[config.mk]
export PLATFORM = sky130hd
export DESIGN_NAME = bms_sequencer
export DESIGN_NICKNAME = d
export VERILOG_FILES = /design/src/design/bms_pkg.sv /design/src/design/bms_sequencer.sv
export VERILOG_INCLUDE_DIRS = /design/src /design/src/design
export SDC_FILE = /design/constraint.sdc
export NUM_CORES = 1
export LEC_CHECK = 0
export BUFFER_PORTS_ARGS = -buffer_cell sky130_fd_sc_hd__buf_2
export CORE_ASPECT_RATIO = 1.4
export CORE_MARGIN = 8
export CORE_UTILIZATION = 55
export DETAILED_ROUTE_END_ITERATION = 10
export HOLD_SLACK_MARGIN = 0.03
export PLACE_DENSITY_LB_ADDON = 0.25
export SLEW_MARGIN = 20
export SYNTH_ARGS = -nofsm -noshare
export SYNTH_HDL_FRONTEND = slang
export SYNTH_SLANG_ARGS = --single-unit
[constraint.sdc]
create_clock -name clk_sys -period 6.5 [get_ports clk_sys]
set_input_delay 1.3 -clock clk_sys [delete_from_list [all_inputs] [get_ports clk_sys]]
set_output_delay 1.3 -clock clk_sys [all_outputs]
set_load 0.02 [all_outputs]
[src/design/bms_defines.svh]
// How it works
// - reset mode clears state; low supply forces reset
// - supply good releases reset into standby
// - standby while request low, pwm idle, supply good
// - settings written in standby apply after startup
// - request or pwm high starts startup
// - startup holds a fixed 2 ms delay
// - thermal shutdown holds device in startup
// - soft start lasts 4 ms, leds off
// - soft start only when boost enable high
// - settings may change freely in normal mode
// - state timing runs on 5 MHz tick
// - pwm clock multiplies the 5 MHz tick
// - pwm clock may follow sync, up to 55 kHz
// - 13-bit divider sets ticks per sync period
// - internal clock used until sync lock
// - two-bit source select: duty, level, direct
// - faults shown in status and fault pin
// - temperature trip halves brightness in duty and level modes, not in direct mode
// - open and short led faults detected
// - direct mode resamples pwm input to outputs
// - level mode uses 8-bit brightness level
// - pwm low 50 ms returns to standby when request is low
`ifndef BMS_DEFINES_SVH
`define BMS_DEFINES_SVH
`define BMS_SYS_MHZ 100
`define BMS_OSC_MHZ 5
`define BMS_STARTUP_US 2000
`define BMS_SOFTSTART_US 4000
`define BMS_OFF_US 50000
`define BMS_SYNC_MAX_KHZ 55
`define BMS_SRC_LEVEL 2'h2
`define BMS_SRC_DIRECT 2'h3
`define BMS_LEDS 6
`endif

[src/design/bms_pkg.sv]
package bms_pkg;
   typedef enum logic [2:0] {
      bms_reset,
      bms_standby,
      bms_startup,
      bms_soft_start,
      bms_normal
   } bms_state_type;
endpackage

[src/design/bms_sequencer.sv]
`timescale 1ns/1ps
`include "bms_defines.svh"
module bms_sequencer import bms_pkg::*; #(
   parameter int STARTUP_TICKS = `BMS_STARTUP_US * `BMS_OSC_MHZ,
   parameter int SOFTSTART_TICKS = `BMS_SOFTSTART_US * `BMS_OSC_MHZ,
   parameter int OFF_TICKS = `BMS_OFF_US * `BMS_OSC_MHZ,
   parameter int LEDS = `BMS_LEDS
) (
   // clock and reset
   input wire logic clk_sys,
   input wire logic reset_n,
   // pins from outside
   input wire logic regulator_supply,
   input wire logic pwm_in,
   input wire logic thermal_shutdown,
   input wire logic sync_in,
   input wire logic [LEDS-1:0] led_open,
   input wire logic [LEDS-1:0] led_short,
   // control settings
   input wire logic backlight_on_request,
   input wire logic boost_enable,
   input wire logic [1:0] brightness_source_select,
   input wire logic [7:0] brightness_level,
   input wire logic [1:0] pwm_clock_multiplier,
   input wire logic sync_enable,
   input wire logic [12:0] pll_divider,
   input wire logic [7:0] temperature,
   input wire logic [7:0] temperature_limit,
   input wire logic fault_clear,
   // status
   output logic [2:0] mode,
   output logic boost_on,
   output logic boost_soft_start,
   output logic [LEDS-1:0] led_drive,
   output logic pll_locked,
   output logic [2*LEDS:0] fault_status,
   output logic fault_pin_out,
   output logic fault_pin_oe
);
   localparam int NSYNC = 4 + 2 * LEDS;
   localparam int DIVW = 5;
   localparam logic [DIVW-1:0] OSC_DIV = DIVW'(`BMS_SYS_MHZ / `BMS_OSC_MHZ - 1);
   localparam logic [7:0] ACC_MOD = 8'(`BMS_SYS_MHZ);
   localparam logic [23:0] SYNC_MIN = 24'(`BMS_SYS_MHZ * 1000 / `BMS_SYNC_MAX_KHZ);

   // two-flop synchronisers
   logic [NSYNC-1:0] meta;
   logic [NSYNC-1:0] sync;
   wire [NSYNC-1:0] raw = {led_short, led_open, sync_in, thermal_shutdown, pwm_in,
      regulator_supply};
   genvar gi;
   generate
      for (gi = 0; gi < NSYNC; gi++) begin : g_sync
         always_ff @(posedge clk_sys or negedge reset_n) begin
            if (!reset_n) begin
               meta[gi] <= 1'b0;
               sync[gi] <= 1'b0;
            end else begin
               meta[gi] <= raw[gi];
               sync[gi] <= meta[gi];
            end
         end
      end
   endgenerate
   wire supply_ok = sync[0];
   wire pwm_s = sync[1];
   wire tsd_s = sync[2];
   wire vsync_s = sync[3];
   wire [2*LEDS-1:0] led_fault_s = sync[NSYNC-1:4];

   bms_state_type state;
   bms_state_type next_state;
   logic [DIVW-1:0] osc_cnt;
   logic [17:0] timer;
   logic [17:0] low_timer;
   logic [7:0] win_cnt;
   logic [7:0] high_cnt;
   logic [7:0] duty_meas;
   logic [7:0] pwm_acc;
   logic [23:0] sync_period;
   logic [23:0] sync_cnt;
   logic [24:0] sync_acc;
   logic [1:0] sync_edges;
   logic vsync_d;
   logic [7:0] pwm_cnt;

   // 5 MHz state machine tick
   wire osc_tick = (osc_cnt == OSC_DIV);
   wire in_reset = (state == bms_reset);
   wire in_normal = (state == bms_normal);
   wire start_req = backlight_on_request | pwm_s;
   wire startup_done = (timer >= 18'(STARTUP_TICKS - 1)) && osc_tick;
   wire soft_done = (timer >= 18'(SOFTSTART_TICKS - 1)) && osc_tick;
   wire off_done = (low_timer >= 18'(OFF_TICKS - 1)) && osc_tick;

   always_comb begin
      next_state = state;
      case (state)
         bms_reset: begin
            if (supply_ok) next_state = bms_standby;
         end
         bms_standby: begin
            if (start_req) next_state = bms_startup;
         end
         bms_startup: begin
            if (!tsd_s && startup_done) begin
               next_state = boost_enable ? bms_soft_start : bms_normal;
            end
         end
         bms_soft_start: begin
            if (tsd_s) next_state = bms_startup;
            else if (soft_done) next_state = bms_normal;
         end
         bms_normal: begin
            if (tsd_s) next_state = bms_startup;
            else if (!backlight_on_request && off_done) next_state = bms_standby;
         end
         default: next_state = bms_reset;
      endcase
      if (!supply_ok) next_state = bms_reset;
   end

   wire state_change = (next_state != state);
   wire [17:0] next_timer = (state_change || (state == bms_startup && tsd_s)) ? 18'h00000 :
      (osc_tick ? timer + 18'h00001 : timer);
   wire [17:0] next_low_timer = (pwm_s || !in_normal) ? 18'h00000 :
      ((osc_tick && !off_done) ? low_timer + 18'h00001 : low_timer);

   always_ff @(posedge clk_sys or negedge reset_n) begin
      if (!reset_n) begin
         state <= bms_reset;
         osc_cnt <= '0;
         timer <= 18'h00000;
         low_timer <= 18'h00000;
      end else begin
         state <= next_state;
         osc_cnt <= osc_tick ? '0 : osc_cnt + 1'b1;
         timer <= next_timer;
         low_timer <= next_low_timer;
      end
   end

   // input duty measured over a 255-tick window
   wire win_end = (win_cnt == 8'hFE);
   always_ff @(posedge clk_sys or negedge reset_n) begin
      if (!reset_n) begin
         win_cnt <= 8'h00;
         high_cnt <= 8'h00;
         duty_meas <= 8'h00;
      end else if (in_reset) begin
         win_cnt <= 8'h00;
         high_cnt <= 8'h00;
         duty_meas <= 8'h00;
      end else if (osc_tick) begin
         win_cnt <= win_end ? 8'h00 : win_cnt + 8'h01;
         high_cnt <= win_end ? 8'h00 : high_cnt + {7'h00, pwm_s};
         if (win_end) duty_meas <= high_cnt + {7'h00, pwm_s};
      end
   end

   // internal pwm clock: 5 MHz times 1, 2, 4 or 8
   wire [7:0] acc_step = 8'(`BMS_OSC_MHZ) << pwm_clock_multiplier;
   wire [8:0] acc_sum = {1'b0, pwm_acc} + {1'b0, acc_step};
   wire int_tick = (acc_sum >= {1'b0, ACC_MOD});
   wire [8:0] acc_wrap = acc_sum - {1'b0, ACC_MOD};

   // sync-following clock: divider ticks per sync period
   wire sync_edge = vsync_s && !vsync_d;
   wire sync_valid = sync_edge && (sync_cnt >= SYNC_MIN);
   wire [24:0] sync_sum = sync_acc + {12'h000, pll_divider};
   wire sync_tick = pll_locked && (sync_sum >= {1'b0, sync_period});
   wire [24:0] sync_wrap = sync_sum - {1'b0, sync_period};
   wire use_sync = sync_enable && pll_locked;
   wire pwm_tick = use_sync ? sync_tick : int_tick;
   wire pll_run = sync_enable && !in_reset && state != bms_standby;

   always_ff @(posedge clk_sys or negedge reset_n) begin
      if (!reset_n) begin
         pwm_acc <= 8'h00;
         vsync_d <= 1'b0;
         sync_cnt <= 24'h000000;
         sync_period <= 24'h000000;
         sync_acc <= 25'h0000000;
         sync_edges <= 2'h0;
         pll_locked <= 1'b0;
      end else begin
         pwm_acc <= int_tick ? acc_wrap[7:0] : acc_sum[7:0];
         vsync_d <= vsync_s;
         if (!pll_run) begin
            sync_cnt <= 24'h000000;
            sync_acc <= 25'h0000000;
            sync_edges <= 2'h0;
            pll_locked <= 1'b0;
         end else begin
            if (sync_valid) sync_cnt <= 24'h000000;
            else if (sync_cnt != 24'hFFFFFF) sync_cnt <= sync_cnt + 24'h000001;
            if (sync_valid) sync_period <= sync_cnt;
            if (sync_valid && sync_edges != 2'h3) sync_edges <= sync_edges + 2'h1;
            pll_locked <= (sync_edges >= 2'h2);
            if (!pll_locked) sync_acc <= 25'h0000000;
            else sync_acc <= sync_tick ? sync_wrap : sync_sum;
         end
      end
   end

   // brightness source and thermal derating
   wire derate = (temperature >= temperature_limit);
   wire [7:0] src_duty = (brightness_source_select == `BMS_SRC_LEVEL) ? brightness_level :
      duty_meas;
   wire [7:0] eff_duty = derate ? {1'b0, src_duty[7:1]} : src_duty;
   wire cmp_out = (pwm_cnt < eff_duty);
   wire direct = (brightness_source_select == `BMS_SRC_DIRECT);
   logic direct_q;
   // leds only in normal mode; settings are read live there
   wire led_on = in_normal && !tsd_s;
   wire [LEDS-1:0] next_led = led_on ? {LEDS{direct ? direct_q : cmp_out}} : '0;

   always_ff @(posedge clk_sys or negedge reset_n) begin
      if (!reset_n) begin
         pwm_cnt <= 8'h00;
         direct_q <= 1'b0;
         led_drive <= '0;
      end else begin
         if (pwm_tick) pwm_cnt <= (pwm_cnt == 8'hFE) ? 8'h00 : pwm_cnt + 8'h01;
         if (pwm_tick) direct_q <= pwm_s;
         led_drive <= next_led;
      end
   end

   // sticky faults: set wins over clear
   wire [2*LEDS:0] fault_set = in_normal ? {tsd_s, led_fault_s} : {tsd_s, {2*LEDS{1'b0}}};
   wire [2*LEDS:0] next_fault = fault_set | (fault_clear ? '0 : fault_status);

   always_ff @(posedge clk_sys or negedge reset_n) begin
      if (!reset_n) begin
         mode <= 3'h0;
         boost_on <= 1'b0;
         boost_soft_start <= 1'b0;
         fault_status <= '0;
         fault_pin_out <= 1'b0;
         fault_pin_oe <= 1'b0;
      end else begin
         mode <= next_state;
         boost_on <= !tsd_s && (next_state == bms_normal || next_state == bms_soft_start) &&
            boost_enable;
         boost_soft_start <= !tsd_s && next_state == bms_soft_start;
         fault_status <= in_reset ? '0 : next_fault;
         fault_pin_out <= 1'b0;
         fault_pin_oe <= !in_reset && (|next_fault);
      end
   end
endmodule // bms_sequencer

## After elaboration in Yosys (flattened, before gate mapping)

Index checks and enable logic that the tools add are counted.

- Register bits: 216
- Bits of input ports: 63
- Output and inout bits: 27
- Logic and storage cells: 172

- $add $sub $neg: 12
- Magnitude comparators: 9
- Eq/ne operators: 17
- Shift operators: 1
- Multiplexer cells: 42
- Bitwise logic cells: 2
- Reduce and logical (&&, ||, !) cells: 36

Operators by type and width:

| operator | count |
|---|---|
| $mux W8 | 13 |
| $mux W25 | 3 |
| $mux W18 | 4 |
| $mux W24 | 3 |
| $add A18 B1 Y18 const B | 2 |
| $mux W13 | 2 |
| $add A25 B13 Y25 | 1 |
| $ge A25 B24 Y1 | 1 |
| $sub A25 B24 Y25 | 1 |
| $add A24 B1 Y24 const B | 1 |
| $ge A24 B11 Y1 const B | 1 |
| $mux W3 | 8 |
| $ne A24 B24 Y1 const B | 1 |
| $logic_and A1 B1 Y1 | 19 |
| $ge A18 B14 Y1 const B | 1 |
| $ge A18 B15 Y1 const B | 1 |
| $ge A18 B18 Y1 const B | 1 |
| $add A8 B1 Y8 const B | 2 |
| $eq A8 B8 Y1 const B | 2 |
| $pmux W3 S5 | 1 |
| $or A13 B13 Y13 | 1 |
| $reduce_or A13 Y1 | 1 |
| $mux W12 | 1 |
| $add A8 B8 Y9 | 1 |
| 29 further kinds | 47 |

## Longest topological paths before layout

Gate-level depths: netlist of run 1.

- Depth after elaboration: 11
- Mapped depth: 22
- Mapped depth without buffers: 19

## Worst setup path after synthesis of run 1

Ideal clock, no wire load.

- Kind: input to register
- Start: in pll_divider[0]
- End: reg sync_acc[21]
- Library setup time: 0.122 ns
- Arrival: 5.132 ns
- Required time: 6.378 ns
- Path slack: 1.246 ns
- Stages: 20
- Path buffers: 2
- Path through: ha_1 -> fa_1 -> a211oi_1 -> o21a_2 -> a2111oi_4 -> nor2_1 -> nor2b_1 -> o21ai_0 -> xnor2_1 -> ha_1 -> a21o_1 -> a31o_2 -> a21o_1 -> a21oi_1 -> nand2_1 -> or2_4 -> and2_4 -> buf_6 -> buf_6 -> o2111a_1

- Cells in the longest elaborated chain, start to end: 6
- Elaborated cells between the ends (all ways): 7
- Those cells by class: add/sub: 2; order compare: 1; mux: 3; reduce/logical: 1

RTL lines:

| element | RTL line | source |
|---|---|---|
| start, declared | bms_sequencer.sv:26 | `input wire logic [12:0] pll_divider,` |
| $add A25 B13 Y25 * | bms_sequencer.sv:170 | `wire [24:0] sync_sum = sync_acc + {12'h000, pll_divider};` |
| $ge A25 B24 Y1 | bms_sequencer.sv:171 | `wire sync_tick = pll_locked && (sync_sum >= {1'b0, sync_period});` |
| $logic_and A1 B1 Y1 | bms_sequencer.sv:171 |  |
| $mux W25 * | bms_sequencer.sv:201 | `else sync_acc <= sync_tick ? sync_wrap : sync_sum;` |
| $mux W25 * | bms_sequencer.sv:200 | `if (!pll_locked) sync_acc <= 25'h0000000;` |
| $mux W25 * | bms_sequencer.sv:189 | `if (!pll_run) begin` |
| end signal, assigned | bms_sequencer.sv:201 |  |
| end, declared | bms_sequencer.sv:82 | `logic [24:0] sync_acc;` |

Mark *: on every way between the ends. The rest lies on a longest branch, timed or not.
A chain may end at the register's enable or synchronous reset.

## Worst setup path after layout of run 1

- Start: in pll_divider[1]
- End: reg direct_q

- Cells in the longest elaborated chain, start to end: 4

RTL lines:

| element | RTL line | source |
|---|---|---|
| $add A25 B13 Y25 | bms_sequencer.sv:170 |  |
| $ge A25 B24 Y1 | bms_sequencer.sv:171 |  |
| $logic_and A1 B1 Y1 | bms_sequencer.sv:171 |  |
| $mux W1 | bms_sequencer.sv:174 | `wire pwm_tick = use_sync ? sync_tick : int_tick;` |
| end signal, assigned | bms_sequencer.sv:225 | `if (pwm_tick) direct_q <= pwm_s;` |
| end, declared | bms_sequencer.sv:213 | `logic direct_q;` |

Every way passes these cells.

==> results of run 1 <==
## layout by cell type (no fill, tap or decap), drive strengths merged, types with 5 or more instances in the layout
cell	n
dfrtp	211
nor2	151
nand2	110
buf	97
ha	73
inv	72
a21oi	65
xnor2	57
o21ai	56
xor2	48
nand3	48
mux2	32
nor3	30
clkbuf	26
and3	21
mux2i	21
nor2b	18
nand4	18
o31ai	18
a21o	17
nor4	14
a211oi	14
nand2b	12
a22oi	12
o21a	12
o41ai	9
o21bai	9
or3	7
and2	7
or2	7
o211ai	6
a31oi	5
clkinv	5
## through the flow
| stage | power, uW | hold WS (ns) | instance area, um2 | setup slack [ns] |
|---|---|---|---|---|
| global placement | 2211 | 0.3317 | 12830 | 0.6447 |
| detailed placement | 2242 | 0.3347 | 12830 | 0.5259 |
| global route | 3686 | 0.3535 | 13550 | 0.7380 |
| floorplan | 2051 | 0.3312 | 12150 | 1.246 |
| CTS | 3520 | 0.3474 | 13550 | 1.034 |
| finish | 3469 | 0.3469 | 13550 | 0.9930 |
## layout make-up
class	count	area share, %
sequential	211	38.96
clock buffer	26	4.386
clock inverter	10	0.9694
timing repair buffer	97	3.822
tap	297	2.742
inverter	71	1.967
multi-input combinational	948	47.15
## critical path, delay by kind of cell
| kind | cells | cell delay, ns |
|---|---|---|
| xor+xnor | 1 | 0.25 |
| buf+inv | 1 | 0.12 |
| simple gates | 5 | 0.94 |
| fa+ha+maj | 2 | 0.63 |
| mux | 2 | 0.76 |
| compound gates | 8 | 1.89 |
## power by group through the flow
stage	sequential (uW)	clock [uW]	combinational [uW]
global route	1490	1350	842
finish	1480	1260	728
global placement	1500	0	714
CTS	1480	1300	743
detailed placement	1500	0	740
floorplan	1490	0	559
## synth_stat cells, types with 20 or more instances
cell type,count
nor2_1,150
mux2_2,32
xnor2_1,57
and3_1,21
clkbuf_1,27
inv_1,71
nand2_1,110
xor2_1,48
a21oi_1,64
o21ai_0,53
ha_1,73
nand3_1,48
nor3_1,30
mux2i_1,20
dfrtp_1,211
## cells by family after synthesis
family                   Yosys count
AND/OR/NAND/NOR                  457
AO/OA/AOI/OAI                    256
flip-flops                       211
buffers and inverters            113
XOR/XNOR                         105
adder cells (fa/ha/maj)           76
multiplexers                      53
other                              1
## path summary, 6_finish.rpt
path,startpoint,end,cells past startpoint
max,pll_divider[1],direct_q$_DFFE_PN0P_,19
min,meta[1]$_DFF_PN0_,pwm_s$_DFF_PN0_,0
max reg2reg,sync_acc[1]$_DFF_PN0_,direct_q$_DFFE_PN0P_,18
min reg2reg,meta[1]$_DFF_PN0_,pwm_s$_DFF_PN0_,0
max in group asynchronous,reset_n,meta[4]$_DFF_PN0_,2
min in group asynchronous,reset_n,timer[8]$_DFFE_PN0P_,1
## sequential cells by signal (all words and copies together) (netlist names), 3 cells and up
signal / flops
duty_meas: 8
fault_status: 13
high_cnt: 8
led_fault_s: 12
low_timer: 18
meta: 16
mode: 3
osc_cnt: 5
pwm_acc: 8
pwm_cnt: 8
sync_acc: 25
sync_cnt: 24
sync_period: 24
timer: 18
win_cnt: 8
## metal layers
metal / GRT usage [%] / vias to the layer above / wire [um]
met5: 0 / - / 0
met4: 7.004 / 0 / 859
met3: 2.736 / 56 / 894
met2: 33.15 / 160 / 12300
met1: 21.91 / 4382 / 10510
li1: - / 4637 / -
==> run metrics, run 1 <==
status completed; syn avg cell area 9.555 um2; clk buf depth 3; combinational group share of total power 21.0%; Num Clock Sinks 211; vias in the first global route 9327; mux cell area share after synthesis 4.797%; Synth-to-Final Area Change 11.50%; GRT Total Usage 18.48%; placed cell count 1624; Core Area 21780 um2; Fill cells 1823; FP Rows 64; Worst-Margin Slew 0.8655 ns; number of flops mapped to enable cells by yosys 0; clock root buffer master clkbuf_16; reg2reg setup slack 1.54 ns; final period utilization 84.72%; biggest area consumer among synthesized cells dfrtp_1; #FFs+latches synth 211; Ports 90; share of layout cells above drive strength 1 14.01%; sequential area share after synthesis 43.44%; Compound-Gate Fraction of Synth Area 14.54%; Sequential Power Share 42.6%; clock-pin slew on the worst setup and hold paths 0.07 ns; TritonCTS clock tree yes; power per standard cell area 256.0 nW/um2; initial antenna violation count 0; largest family of logic cells by synthesized area simple AND/OR/NAND/NOR gates; Slowest Stage Delay on Critical Path 0.51 ns; adder-cell area share of the yosys netlist 8.009%; total number of vias 9235; postcts setup bufs 0; Final Max Tran Viols 0; Rel. slew slack 42.09%; DRT Pass-1 Iters 6; storage element area 5280 um2; Port Buffer Count 88; Clk pwr share 36.4%; critical path peak fanout 16; Synth top area share 43.44%; final std cells w/o fill 1660; # DRC 0; Clk Latency, worst-skew pair 0.49 ns; Post-Synthesis Cells 1272; total grt overflow 0; Final ANT Viol Nets 0; DIE WIDTH 141.6 um; Initial Utilization 55.80%; die footprint 27180 um2; Yosys warnings 0; Post-Route Setup TNS 0 ns; first-pass GRT wire length 42.46 mm; Internal Power 2474 uW; CP required 6.88 ns; simple-gate share of the synthesized area 17.63%; clock skew 0.008006 ns; vias per cell 5.563; Pleak 0.006106 uW; Worst Setup Start Kind input pin; post-synth design cell area 12150 um2; final setup vio count 0; Synth Flop Type dfrtp_1; HP Class flop to flop; hold-fix buffers at CTS 0; final core utilization 62.22%; Sw Ratio 28.67%; RSZ-0062 raised after global routing no; fmax 0.1816 GHz; multi-input logic area 6390 um2; switching power 994.7 uW; crit path capture type flop; synth unique cells 78; Placer Congestion 0.8922; xor/xnor share of the synthesized area 7.566%; post-synth net total 1411; Die H 191.9 um; DRT iter0 DRCs 563; dpl hpwl 18.44 mm; min Tclk post-route 5.507 ns; Final Hold Fails 0; wire per inst 14.80 um; CTS buffer count 21; CP Data Arrival Time 5.89 ns; critical setup path kind input pin to flop; largest cells by area after synthesis dfrtp_1 (43%), ha_1 (7.5%), nor2_1 (4.6%), xnor2_1 (4.1%), xor2_1 (3.5%); NumNets Final 1489; n_diodes 0; CTS HTree Levels 1; async set-or-reset flop fraction in the synthesized netlist 100.0%; crit-path cells buf_2, ha_1, a21oi_1, o21ai_0, o41ai_1, a311oi_1, o21a_1, o21bai_1, nor2_1, xor2_1, ha_1, and4_1, nand4_1, o21ai_0, a21oi_1, nand2_1, or2_4, mux2i_4, mux2_2; VDD IR max 0.0002816 V; pin count of the biggest net entering global routing 96; max-cap viol count 0; Resized cells post-CTS 0; CP max-delay cell o41ai_1; Total Routed Length 24.57 mm
(Power assumes the default switching activity.)
==> inputs of run 2 (changes only) <==
Clock period 6.5 ns to 5.74 ns, I/O delays scaled along.
==> run 2 against run 1 <==
Die area did not move. Via count is 0.87% higher. Sequential cell count stayed put. Cell area increased by 0.34%. Register-to-register slack got worse by 0.60 ns. Clock power up 13%. Clock-buffer cell count rose by 3. Worst setup slack worse by 0.42 ns. Final cell count up 0.30%. Sequential power rose by 13%. Clock skew up 0.010 ns. Critical path type unchanged.
==> run metrics, run 2 (synthesis gave the netlist of run 1 again) <==
power per standard cell area 288.4 nW/um2 (was 256.0 nW/um2); Placer Congestion 0.9048 (was 0.8922); status completed (unchanged); reg2reg end direct_q$_DFFE_PN0P_ (unchanged); wire per inst 14.97 um (was 14.80 um); DIE WIDTH 141.6 um (unchanged); vias per cell 5.595 (was 5.563); first-pass GRT wire length 43.13 mm (was 42.46 mm); clk buf depth 3 (unchanged); Sequential Power Share 42.7% (was 42.6%); crit path capture type flop (unchanged); final setup vio count 0 (unchanged); total number of vias 9315 (was 9235); DRT Pass-1 Iters 7 (was 6); fmax 0.1935 GHz; Rel. slew slack 37.29% (was 42.09%); most frequent cells in the layout dfrtp_1 (211), nor2_1 (150), nand2_1 (110), buf_2 (87), ha_1 (73) (unchanged); min Tclk post-route 5.169 ns; dpl hpwl 18.07 mm (was 18.44 mm); FP Rows 64 (unchanged); Die H 191.9 um (unchanged); HP Class flop to flop (unchanged); CP required 6.14 ns (was 6.88 ns); TritonCTS clock tree yes (unchanged); Synth-to-Final Area Change 11.88% (was 11.50%); Post-Route Setup TNS 0 ns (unchanged); RSZ-0062 raised after global routing no (unchanged); switching power 1155 uW (was 994.7 uW); Sw Ratio 29.45% (was 28.67%); max-cap viol count 0 (unchanged); Ports 90 (unchanged); max reg flops 25 (unchanged); Total Routed Length 24.93 mm (was 24.57 mm); # DRC 0 (unchanged); vias in the first global route 9502 (was 9327); Num Clock Sinks 211 (unchanged); GRT Total Usage 18.79% (was 18.48%); final period utilization 90.05%; Largest regs sync_acc (25), sync_cnt (24), sync_period (24) (unchanged); VDD IR max 0.0002834 V (was 0.0002816 V); CP Data Arrival Time 5.57 ns (was 5.89 ns); Worst Setup Start Kind input pin (unchanged); Initial Utilization 55.80% (unchanged); Core Area 21780 um2 (unchanged); reg2reg start sync_acc[1]$_DFF_PN0_ (unchanged); critical path peak fanout 16 (unchanged); NumNets Final 1491 (was 1489); reg2reg setup slack 0.94 ns (was 1.54 ns); reg2reg path depth 19 (was 18); Worst-Margin Slew 0.9371 ns (was 0.8655 ns); CTS HTree Levels 1 (unchanged); clock skew 0.01798 ns (was 0.008006 ns); total grt overflow 0 (unchanged); Internal Power 2766 uW (was 2474 uW); Fill cells 1931 (was 1823); Final ANT Viol Nets 0 (unchanged); CP endpoint direct_q$_DFFE_PN0P_ (unchanged); n_diodes 0 (unchanged); postcts setup bufs 0 (unchanged); Final Hold Fails 0 (unchanged); share of layout cells above drive strength 1 13.96% (was 14.01%); commonest non-fill, non-tap cell in the layout dfrtp_1 (unchanged); pin count of the biggest net entering global routing 134 (was 96); Resized cells post-CTS 0 (unchanged); CP startpoint pll_divider[1] (unchanged); Clk pwr share 36.2% (was 36.4%); CTS buffer count 22 (was 21); DRT iter0 DRCs 500 (was 563); final core utilization 62.43% (was 62.22%); Pleak 0.006110 uW (was 0.006106 uW); Clk Latency, worst-skew pair 0.51 ns (was 0.49 ns); clock root buffer master clkbuf_16 (unchanged); die footprint 27180 um2 (unchanged); initial antenna violation count 0 (unchanged); final setup margin 0.5709 ns (was 0.9930 ns); combinational group share of total power 21.2% (was 21.0%); hold-fix buffers at CTS 0 (unchanged); Final Max Tran Viols 0 (unchanged); pre-CTS WS 0.07692 ns (was 0.5259 ns); Port Buffer Count 88 (unchanged); clock-pin slew on the worst setup and hold paths 0.06 ns (was 0.07 ns); critical setup path kind input pin to flop (unchanged); Largest Register sync_acc (unchanged)
-- run 2: worst min path at each step --
stage               slack, ns  depth (start not counted)                         to          startpoint
global route             0.35                          0  led_fault_s[11]$_DFF_PN0_  meta[15]$_DFF_PN0_
finish                   0.35                          0  led_fault_s[11]$_DFF_PN0_  meta[15]$_DFF_PN0_
detailed placement       0.33                          0   led_fault_s[5]$_DFF_PN0_   meta[9]$_DFF_PN0_
floorplan                0.33                          0   led_fault_s[0]$_DFF_PN0_   meta[4]$_DFF_PN0_
global placement         0.33                          0  led_fault_s[11]$_DFF_PN0_  meta[15]$_DFF_PN0_
CTS                      0.35                          0   led_fault_s[5]$_DFF_PN0_   meta[9]$_DFF_PN0_
-- run 2: layer usage --
layer | up-vias | GRT usage, % | share of wire [%]
met5 | - | 0 | 0
met4 | 0 | 6.341 | 2.4
met3 | 44 | 3.060 | 4.0
met2 | 167 | 33.58 | 51
met1 | 4465 | 22.50 | 42
li1 | 4639 | - | -
-- run 2: area by class of cell --
class                   count  area (um2)  area share, %
clock buffers              29       596.8          4.389
clock inverters            11       135.1         0.9937
inverters                  71       266.5          1.960
multi-input cells         948        6390          46.99
flip-flops and latches    211        5280          38.83
well taps                 297       371.6          2.733
repair buffers             98       558.0          4.104
-- run 2: worst max-delay path, cell delays in order --
cell and delay [ns]:
buf_2 0.12, ha_1 0.28, a21oi_1 0.19, o21ai_0 0.18
o41ai_1 0.31, buf_4 0.19, a311oi_1 0.09, o21a_1 0.23
o21bai_1 0.34, nor2_1 0.11, xor2_1 0.24, ha_1 0.34
and4_1 0.29, nand4_1 0.13, o21ai_0 0.10, a21oi_1 0.12
nand2_1 0.09, or2_4 0.28, mux2i_4 0.39, mux2_2 0.38
-- run 2: power groups by stage --
stage	Clock (uW)	Combinational, uW	Sequential, uW
3_5_place_dp	0	830	1700
4_1_cts	1460	840	1670
2_1_floorplan	0	633	1690
3_3_place_gp	0	809	1700
6_report	1420	830	1670
5_1_grt	1520	947	1690
-- run 2: per-stage QoR --
stage	std cells	hold WS (ns)	power (uW)	area, um2
floorplan	1272	0.3312	2323	12150
global placement	1624	0.3318	2504	12840
detailed placement	1624	0.3347	2530	12840
CTS	1664	0.3493	3977	13570
global route	1665	0.3516	4159	13600
finish	1665	0.3470	3921	13600
